### src/rtl/srpf_pkg.sv
/*
 package of constants for the sleep, reset and power-fail controller.
 assumes a 200 MHz core clock; no other file is needed.
*/
package srpf_pkg;
   localparam int CLK_MHZ = 200;
   localparam int CLK_PERIOD_PS = 5000;
   localparam logic [7:0] SLEEP_CODE = 8'h0f;
   localparam logic [7:0] SLEEP_CLEAR = 8'h00;
   localparam logic [15:0] CFG_FUSE_ADDR = 16'h201f;
   localparam int PSW_IE_BIT = 2;
   // external reset pulse, oscillator periods
   localparam int PIN_MIN_OSC = 8;
   localparam logic [3:0] PIN_MIN_CYC = 4'(PIN_MIN_OSC);
   // start-up stabilisation, in microseconds, plus trailing periods
   localparam int STAB_US = 65500;
   localparam int STAB_CYC_DEF = STAB_US * CLK_MHZ;
   localparam int EXTRA_OSC = 7;
   localparam logic [24:0] EXTRA_CYC = 25'(EXTRA_OSC);
   localparam logic [24:0] CNT_RESET = 25'h0000000;
   localparam logic [3:0] PIN_CNT_RESET = 4'h0;
   localparam logic [2:0] PFR_RESET = 3'h0;
   localparam int PFR_ENABLE_BIT = 0;
   localparam int PFR_LEVEL_BIT = 1;
   localparam int PFR_FILTER_BIT = 2;
   localparam logic [1:0] PFR_MODE_RESET = 2'h0;
   localparam logic [4:0] CAUSE_RESET = 5'h00;
   localparam int CAUSE_POR = 0;
   localparam int CAUSE_PIN = 1;
   localparam int CAUSE_WDT = 2;
   localparam int CAUSE_PFD = 3;
   localparam int CAUSE_PCH = 4;
   localparam int FILT_LEN = 4;
   localparam logic [FILT_LEN-1:0] FILT_RESET = 4'h0;
   typedef enum logic [1:0] {SRPF_RUN, SRPF_SLEEP, SRPF_HOLD, SRPF_STAB} srpf_state_t;
endpackage

### src/rtl/srpf_ctrl.sv
/*
 sleep entry and wake, reset source collection, start-up delay and power-fail setup.
 assumes the cpu core, timers, watchdog and analog detectors sit outside and use the
 strobes and levels below; all inputs are synchronous to CORE_CLK.
*/
// Function
// RULE_01 - writing 0fh to the sleep control register enters sleep
// RULE_02 - hardware clears the sleep control register once sleep is accepted
// RULE_03 - sleep halts cpu; timer_zero, timebase and watchdog keep counting
// RULE_04 - port pins keep their data and direction levels during sleep
// RULE_05 - sleep ends on hardware reset or any interrupt source
// RULE_06 - reset wake reinitialises control registers; interrupt wake keeps them
// RULE_07 - pin-change wake produces a full system reset
// RULE_08 - interrupt wake vectors if master enable set, else resumes in line
// RULE_09 - interrupt or timer wake resumes with no stabilisation wait
// RULE_10 - software follows the sleep write with at least two no-ops
// RULE_11 - external reset pin held low at least 8 oscillator periods
// RULE_12 - after reset, wait 65.5 ms plus 7 periods before executing
// RULE_13 - no reset source alters ram contents
// RULE_14 - five reset sources combine into the system reset
// RULE_15 - supply-rise reset holds device until supply is adequate
// RULE_16 - with reset pin fuse cleared, the pin is an ordinary input
// RULE_17 - power-fail register enables detector, filter, and reset or freeze action
// RULE_18 - enable switches detector on; level select picks high or low threshold
// RULE_19 - configuration area reachable only in program and verify mode
// RULE_20 - interrupt master enable is bit 2 of the status word
// RULE_21 - pin-change reset sets the pin_change_reset_flag
// RULE_22 - sleep takes effect end of write cycle; same-cycle wake cancels entry
`timescale 1ns/10ps
`default_nettype none
module srpf_ctrl #(
   parameter int STAB_CYC = srpf_pkg::STAB_CYC_DEF
) (
   input wire logic CORE_CLK,
   input wire logic RST,
   input wire logic SLEEP_WR,
   input wire logic [7:0] SLEEP_WDATA,
   input wire logic [7:0] PSW,
   input wire logic IRQ_PENDING,
   input wire logic PIN_CHANGE,
   input wire logic SUPPLY_OK,
   input wire logic RESET_PIN_N,
   input wire logic WDT_TIMEOUT,
   input wire logic PFD_DETECT_RAW,
   input wire logic RESET_PIN_ENABLE_FUSE,
   input wire logic PROG_MODE,
   input wire logic CFG_WR,
   input wire logic [15:0] CFG_ADDR,
   input wire logic [7:0] CFG_WDATA,
   input wire logic PFR_WR,
   input wire logic [2:0] PFR_WDATA,
   input wire logic [1:0] PFR_MODE_WDATA,
   input wire logic FLAG_CLR,
   output logic [7:0] SLEEP_CONTROL_REGISTER,
   output logic ASLEEP,
   output logic CPU_RUN,
   output logic TIMERS_RUN,
   output logic PORT_HOLD,
   output logic SYS_RESET,
   output logic CTRL_REG_INIT,
   output logic WAKE_VECTOR,
   output logic WAKE_RESUME,
   output logic SHARED_INPUT_PORT_PIN,
   output logic POWER_FAIL_ENABLE,
   output logic POWER_FAIL_LEVEL_SELECT,
   output logic POWER_FAIL_FILTER,
   output logic CLOCK_FREEZE,
   output logic [4:0] RESET_CAUSE,
   output logic PIN_CHANGE_RESET_FLAG,
   output logic CFG_ACCESS_OK,
   output logic CFG_FUSE_WRITE
);
   typedef struct packed {
      srpf_pkg::srpf_state_t state;
      logic [7:0] sleep_control_register;
      logic [2:0] pfr;
      logic pfr_freeze;
      logic [24:0] stab;
      logic [3:0] pin_cnt;
      logic [srpf_pkg::FILT_LEN-1:0] filt;
      logic [4:0] cause;
      logic vector;
      logic resume;
      logic [4:0] src;
   } srpf_regs_t;

   srpf_regs_t r;
   srpf_regs_t next_r;
   // state decode
   logic in_run;
   logic in_sleep;
   logic in_hold;
   logic in_stab;

   // reset pin qualification
   logic pin_act;
   logic pin_full;
   logic pin_last;
   logic [3:0] pin_inc;

   // power-fail detection path
   logic [srpf_pkg::FILT_LEN-1:0] filt_shift;
   logic pfd_filt_all;
   logic pfd_seen;
   logic pfd_on;
   logic freeze_now;

   // reset sources
   logic src_por;
   logic src_pin;
   logic src_wdt;
   logic src_pfd;
   logic src_pch;
   logic [4:0] src_now;
   logic any_reset;

   // sleep entry and wake
   logic wake_irq;
   logic ie_flag;
   logic sleep_wr_run;
   logic sleep_code_hit;
   logic sleep_enter;

   // start-up delay and register write
   logic [24:0] stab_last;
   logic stab_done;
   logic [24:0] stab_inc;
   logic pfr_take;

   assign in_run = r.state == srpf_pkg::SRPF_RUN;
   assign in_sleep = r.state == srpf_pkg::SRPF_SLEEP;
   assign in_hold = r.state == srpf_pkg::SRPF_HOLD;
   assign in_stab = r.state == srpf_pkg::SRPF_STAB;

   // pin acts as reset only with fuse set
   assign pin_act = RESET_PIN_ENABLE_FUSE && !RESET_PIN_N; // RULE_16
   assign pin_full = r.pin_cnt == srpf_pkg::PIN_MIN_CYC;
   // eighth low cycle is the one that fires
   assign pin_last = r.pin_cnt == srpf_pkg::PIN_MIN_CYC - 4'h1; // RULE_11
   assign pin_inc = r.pin_cnt + 4'h1;

   // detector history, newest sample in bit 0
   assign filt_shift[0] = PFD_DETECT_RAW;
   for (genvar i = 1; i < srpf_pkg::FILT_LEN; i++) begin : g_filt
      assign filt_shift[i] = r.filt[i-1];
   end
   assign pfd_filt_all = &r.filt;
   // filter requires a run of detections when enabled
   assign pfd_seen = r.pfr[srpf_pkg::PFR_FILTER_BIT] ? pfd_filt_all : PFD_DETECT_RAW; // RULE_17
   assign pfd_on = r.pfr[srpf_pkg::PFR_ENABLE_BIT]; // RULE_18
   assign freeze_now = r.pfr_freeze && pfd_on && pfd_seen; // RULE_17

   assign src_por = !SUPPLY_OK; // RULE_15
   assign src_pin = pin_act && pin_last; // RULE_11
   assign src_wdt = WDT_TIMEOUT;
   assign src_pfd = pfd_on && !r.pfr_freeze && pfd_seen; // RULE_18
   // pin change resets only out of sleep
   assign src_pch = in_sleep && PIN_CHANGE; // RULE_07
   assign src_now = {src_pch, src_pfd, src_wdt, src_pin, src_por}; // RULE_14
   assign any_reset = |src_now; // RULE_14

   assign wake_irq = IRQ_PENDING || PIN_CHANGE; // RULE_05
   assign ie_flag = PSW[srpf_pkg::PSW_IE_BIT]; // RULE_20
   assign sleep_wr_run = SLEEP_WR && in_run;
   assign sleep_code_hit = SLEEP_WDATA == srpf_pkg::SLEEP_CODE; // RULE_01
   // a wake in the write cycle cancels entry
   assign sleep_enter = sleep_wr_run && sleep_code_hit && !wake_irq; // RULE_22

   assign stab_last = 25'(STAB_CYC) + srpf_pkg::EXTRA_CYC - 25'h1; // RULE_12
   assign stab_done = r.stab == stab_last;
   assign stab_inc = r.stab + 25'h1;
   assign pfr_take = PFR_WR && in_run; // RULE_17

   always_comb begin
      next_r = r;
      next_r.vector = 1'b0;
      next_r.resume = 1'b0;
      next_r.filt = filt_shift;
      next_r.src = src_now;
      if (!pin_act) begin
         next_r.pin_cnt = srpf_pkg::PIN_CNT_RESET;
      end else if (!pin_full) begin
         // saturates so a long pulse gives one reset
         next_r.pin_cnt = pin_inc; // RULE_11
      end
      if (any_reset) begin
         // control registers reinitialised; ram is outside and untouched
         next_r.state = srpf_pkg::SRPF_HOLD; // RULE_06 RULE_13
         next_r.sleep_control_register = srpf_pkg::SLEEP_CLEAR;
         next_r.pfr = srpf_pkg::PFR_RESET;
         next_r.pfr_freeze = 1'b0;
         next_r.stab = srpf_pkg::CNT_RESET;
         // cause flags are sticky until cleared; set beats clear
         if (FLAG_CLR) begin
            next_r.cause = src_now; // RULE_21
         end else begin
            next_r.cause = r.cause | src_now; // RULE_21
         end
      end else begin
         if (FLAG_CLR) begin
            next_r.cause = srpf_pkg::CAUSE_RESET;
         end
         if (pfr_take) begin
            next_r.pfr = PFR_WDATA; // RULE_17
            next_r.pfr_freeze = PFR_MODE_WDATA[0];
         end
         case (r.state)
            srpf_pkg::SRPF_RUN: begin
               if (sleep_wr_run) begin
                  if (sleep_code_hit) begin
                     // request never persists past acceptance
                     next_r.sleep_control_register = srpf_pkg::SLEEP_CLEAR; // RULE_02
                  end else begin
                     next_r.sleep_control_register = SLEEP_WDATA;
                  end
               end
               if (sleep_enter) begin
                  next_r.state = srpf_pkg::SRPF_SLEEP; // RULE_01 RULE_22
               end
            end
            srpf_pkg::SRPF_SLEEP: begin
               if (IRQ_PENDING) begin
                  // oscillator kept running, so no stabilisation wait
                  next_r.state = srpf_pkg::SRPF_RUN; // RULE_09
                  next_r.vector = ie_flag; // RULE_08
                  next_r.resume = !ie_flag; // RULE_08
               end
            end
            srpf_pkg::SRPF_HOLD: begin
               next_r.state = srpf_pkg::SRPF_STAB;
               next_r.stab = srpf_pkg::CNT_RESET;
            end
            srpf_pkg::SRPF_STAB: begin
               if (stab_done) begin
                  next_r.state = srpf_pkg::SRPF_RUN; // RULE_12
               end else begin
                  next_r.stab = stab_inc;
               end
            end
            default: begin
               next_r.state = srpf_pkg::SRPF_HOLD;
            end
         endcase
      end
      // frozen clock stops the start-up count too
      if (freeze_now) begin
         next_r.stab = r.stab;
      end
   end

   always_ff @(posedge CORE_CLK) begin
      if (RST) begin
         r.state <= srpf_pkg::SRPF_HOLD;
         r.sleep_control_register <= srpf_pkg::SLEEP_CLEAR;
         r.pfr <= srpf_pkg::PFR_RESET;
         r.pfr_freeze <= 1'b0;
         r.stab <= srpf_pkg::CNT_RESET;
         r.pin_cnt <= srpf_pkg::PIN_CNT_RESET;
         r.filt <= srpf_pkg::FILT_RESET;
         r.cause <= srpf_pkg::CAUSE_RESET;
         r.vector <= 1'b0;
         r.resume <= 1'b0;
         r.src <= srpf_pkg::CAUSE_RESET;
      end else begin
         r <= next_r;
      end
   end

   assign SLEEP_CONTROL_REGISTER = r.sleep_control_register;
   assign ASLEEP = in_sleep;
   // cpu halted in sleep, reset hold and stabilisation
   assign CPU_RUN = r.state == srpf_pkg::SRPF_RUN && !CLOCK_FREEZE; // RULE_03
   assign TIMERS_RUN = r.state == srpf_pkg::SRPF_RUN || r.state == srpf_pkg::SRPF_SLEEP;
   assign PORT_HOLD = ASLEEP; // RULE_04
   assign SYS_RESET = in_hold || in_stab;
   assign CTRL_REG_INIT = in_hold; // RULE_06
   assign WAKE_VECTOR = r.vector;
   assign WAKE_RESUME = r.resume;
   assign SHARED_INPUT_PORT_PIN = !RESET_PIN_ENABLE_FUSE && RESET_PIN_N; // RULE_16
   assign POWER_FAIL_ENABLE = r.pfr[srpf_pkg::PFR_ENABLE_BIT]; // RULE_18
   assign POWER_FAIL_LEVEL_SELECT = r.pfr[srpf_pkg::PFR_LEVEL_BIT]; // RULE_18
   assign POWER_FAIL_FILTER = r.pfr[srpf_pkg::PFR_FILTER_BIT];
   assign CLOCK_FREEZE = freeze_now; // RULE_17
   assign RESET_CAUSE = r.cause;
   assign PIN_CHANGE_RESET_FLAG = r.cause[srpf_pkg::CAUSE_PCH]; // RULE_21
   assign CFG_ACCESS_OK = PROG_MODE; // RULE_19
   assign CFG_FUSE_WRITE = PROG_MODE && CFG_WR && CFG_ADDR == srpf_pkg::CFG_FUSE_ADDR
                           && CFG_WDATA != 8'h00; // RULE_19
endmodule
`default_nettype wire

### config.mk
export PLATFORM = sky130hd
export DESIGN_NAME = srpf_ctrl
export DESIGN_NICKNAME = d
export VERILOG_FILES = /design/src/rtl/srpf_pkg.sv /design/src/rtl/srpf_ctrl.sv
export SDC_FILE = /design/constraint.sdc
export NUM_CORES = 1
export LEC_CHECK = 0
export ABC_AREA = 1
export ABC_CLOCK_PERIOD_IN_PS = 1600
export CORE_AREA = 8 8 113 115
export DETAILED_ROUTE_END_ITERATION = 10
export DIE_AREA = 0 0 121 123
export DONT_BUFFER_PORTS = 1
export PLACE_DENSITY_LB_ADDON = 0.05
export SKIP_LAST_GASP = 1
export SYNTH_ARGS = -nofsm -noshare
export SYNTH_HDL_FRONTEND = slang
export SYNTH_SLANG_ARGS = --single-unit
### constraint.sdc
create_clock -name CORE_CLK -period 1.6 [get_ports CORE_CLK]
set_input_delay 0.08 -clock CORE_CLK [delete_from_list [all_inputs] [get_ports CORE_CLK]]
set_output_delay 0.08 -clock CORE_CLK [all_outputs]
set_load 0.01 [all_outputs]
==> metrics.txt <==
Leakage 1.875 nW; crit share post-route 100.0%; synthesized instance count 494; P_int 0.002054 W; First-pass DRT Iterations 4; initial antenna violation count 0; fmax 624.8 MHz; Netlist cell types 34; Vert. Die Dim around 120 um; Max VDD drop 0.5352 mV; count of final max-slew check failures 0; clock buffer depth 2; Clk network pwr share 44.0%; row cnt 39; RR Endpoint r[22]; CTS buffer count 5; largest net degree at the start of global routing 25; Endpoint, Worst Hold POWER_FAIL_FILTER; Worst Max-Slew Pin Slew 0.4273 ns; Clk Latency, worst-skew pair 0.31 ns; DRC violation total after the first TritonRoute iteration just under 80; failing checks negative setup slack; fin worst setup slack -0.0004899 ns; Hold Startpoint PFR_WR; reg2reg start r[16]; H-tree lvl count 2; global-route wire length before repair 15600 um; net count after synthesis 557; CTS sink cnt 54; Ports 88; Setup WS pre-CTS -0.1078 ns; drt drc 0; P_sw 0.0006329 W; die span in x between 100 and 150 um; Final setup violation count 1; vias per cell 4.566; status finished with violations; synthesis-to-finish area growth 35.34%; routed len/inst ~13 um; Worst-path clk slew 0.08 ns; post-synthesis sequential area ratio about a third; Via Count 3269; Post-DP Area 3755 um^2; Max stage delay on crit path ~0.33 ns; fraction of layout cells with a size suffix above 1 26.53%; I/O Buffers 0; vias in the first global route about 3300; crit-path max FO 24; Crit. End Element flop; fin nets between 600 and 700; Slowest cell on crit path dfxtp_2; hold path depth 3; grt total ovfl 0; Yosys warnings 0; Clock Root Buffer clkbuf_16; Worst EP required 1.80 ns; Max-slew headroom 71.42%; Comb power frac between 5 and 6%; Filler cells 1151; DP HPWL between 7000 and 8000 um; core area 11080 um^2; RSZ-0062 raised after global routing true; final worst path period need 1.600 ns; CP cell instances ha_2 -> nand3_2 -> nor2_4 -> nor2_8 -> nand3_1 -> nand2_2 -> nor2_4 -> buf_12 -> nand2_1 -> nand2_1 -> nor2_1; Post-Syn Area per Cell 6.494 um^2; Synth Cell Area 3208 um^2; RePlAce Congestion 0.7852; total track usage about an eighth; register share of total power 50.5%; FF+latch count, synth 54; Starting Density about 29%; flop2flop setup slack -0.0005 ns; max_cap viols 0; WHS about 0.027 ns; Worst Hold Class primary input to flop; Reg2Reg Depth 11; P per Cell Area 618.9 nW/um^2; worst clock skew 0.007833 ns; ANT cells 0; WS Path Type flop to flop; crit path launch type flop; Die ar. 14880 um^2; Post-Route WL 9460 um; ANT nets after route 0; CTS tree yes; Design Area, Final 4342 um^2; Switching Share 23.55%; PnR Total Power 0.002687 W; Critical Path AT around 1.8 ns; Final Hold Fails 0
[power groups by stage]
stage | sequential (W) | clock [W] | combinational (W)
2_1_floorplan | 0.00139 | 0 | 0.0000823
3_3_place_gp | 0.00139 | 0 | 0.0000974
3_5_place_dp | 0.00139 | 0 | 0.0000979
4_1_cts | 0.00136 | 0.00123 | 0.000141
5_1_grt | 0.00136 | 0.00127 | 0.000164
6_report | 0.00136 | 0.00118 | 0.000148
[worst max path at each step]
stage | start | to | slack (ns) | cells past startpoint
2_1_floorplan | r[16] | r[42] | 0.04 | 11
3_3_place_gp | r[21] | r[38] | -0.12 | 12
3_5_place_dp | r[21] | r[38] | -0.11 | 12
4_1_cts | r[16] | r[22] | -0.02 | 11
5_1_grt | r[17] | r[44] | -0.14 | 11
6_report | r[16] | r[22] | -0.0005 | 11
[through the flow]
stage	instances	setup TNS [ns]	utilization (%)
detailed placement	680	-1.226	33.90
floorplan	494	0	-
global placement	680	-0.8165	33.90
finish	716	-0.0004899	39.20
CTS	714	-0.1216	38.52
global route	716	-2.545	39.20
[worst max-delay path, delay by kind of cell, from the launching register on]
kind,cells,cell delay (ns)
AND/OR/NAND/NOR,9,0.79
flip-flops,1,0.33
adder cells (fa/ha/maj),1,0.18
buffers and inverters,1,0.18
[cells in the final DEF (no fill, tap or decap), drive strengths merged, types with 2 or more instances in the layout]
cell           n
inv           58
or2            3
nand4         10
nor2         108
a21oi         31
clkbuf         6
nor3           2
nand2        130
nor4           5
nand3         37
xor2           2
a22oi          4
o21ai         12
nand3b         3
buf           72
o21bai         3
dfxtp         54
dlygate4sd3   24
ha             4
[kinds of logic after synthesis]
group | share of synthesized area (%)
and+or+nand+nor | 42.59
buffers and inverters | 12.52
DFF | 33.70
AOI/OAI and AO/OA | 8.814
adders and majority gates | 1.560
xor gates and xnor gates | 0.8192
[metal layers]
| metal | vias up | track usage [%] | routed length, um |
|---|---|---|---|
| met2 | 60 | 22.80 | 4619 |
| li1 | 1703 | - | - |
| met5 | - | 0 | 0 |
| met1 | 1496 | 14.84 | 4160 |
| met3 | 10 | 3.927 | 569 |
| met4 | 0 | 3.825 | 111 |
[flip-flops by register name, indices dropped and copies added (netlist names)]
name,count
POWER_FAIL_ENABLE,1
POWER_FAIL_FILTER,1
POWER_FAIL_LEVEL_SELECT,1
RESET_CAUSE,5
SLEEP_CONTROL_REGISTER,8
WAKE_RESUME,1
WAKE_VECTOR,1
filt_shift,3
r,33
[area by class of cell]
type | instances | area [um^2] | area share [%]
Clock buffer | 6 | 138.9 | 3.199
Clock inverter | 2 | 16.27 | 0.3746
Multi-Input combinational cell | 358 | 1869 | 43.05
Sequential cell | 54 | 1091 | 25.13
Inverter | 57 | 221.5 | 5.101
Timing Repair Buffer | 96 | 825.8 | 19.02
Tap cell | 143 | 178.9 | 4.121
[what timing repair did]
action	in CTS	in global routing
endpoints found under the hold margin	32	8
gates resized for setup	32	21
pin swaps	10	4
hold buffers	23	2
setup endpoints to repair	25	29
cloned	1	0
buffers inserted	2	1
[cell usage after synthesis (all sizes together)]
library cell,number,area share (%)
o21a,1,0.23
nand3,37,7.4
a21oi,31,4.8
o21ai,12,1.9
buf,22,5.4
nand2,129,16
nand3b,3,0.70
clkbuf,4,0.47
a22oi,4,0.94
ha,4,1.6
a211oi,1,0.23
inv,57,6.7
nor2,108,15
or2,3,0.59
nand4,10,2.0
nor3,2,0.31
o21bai,3,0.70
nor4,5,0.98
xor2,2,0.55
and3,1,0.20
dfxtp,54,34
xnor2,1,0.27
Note: power is estimated with default switching activity, not from simulation.
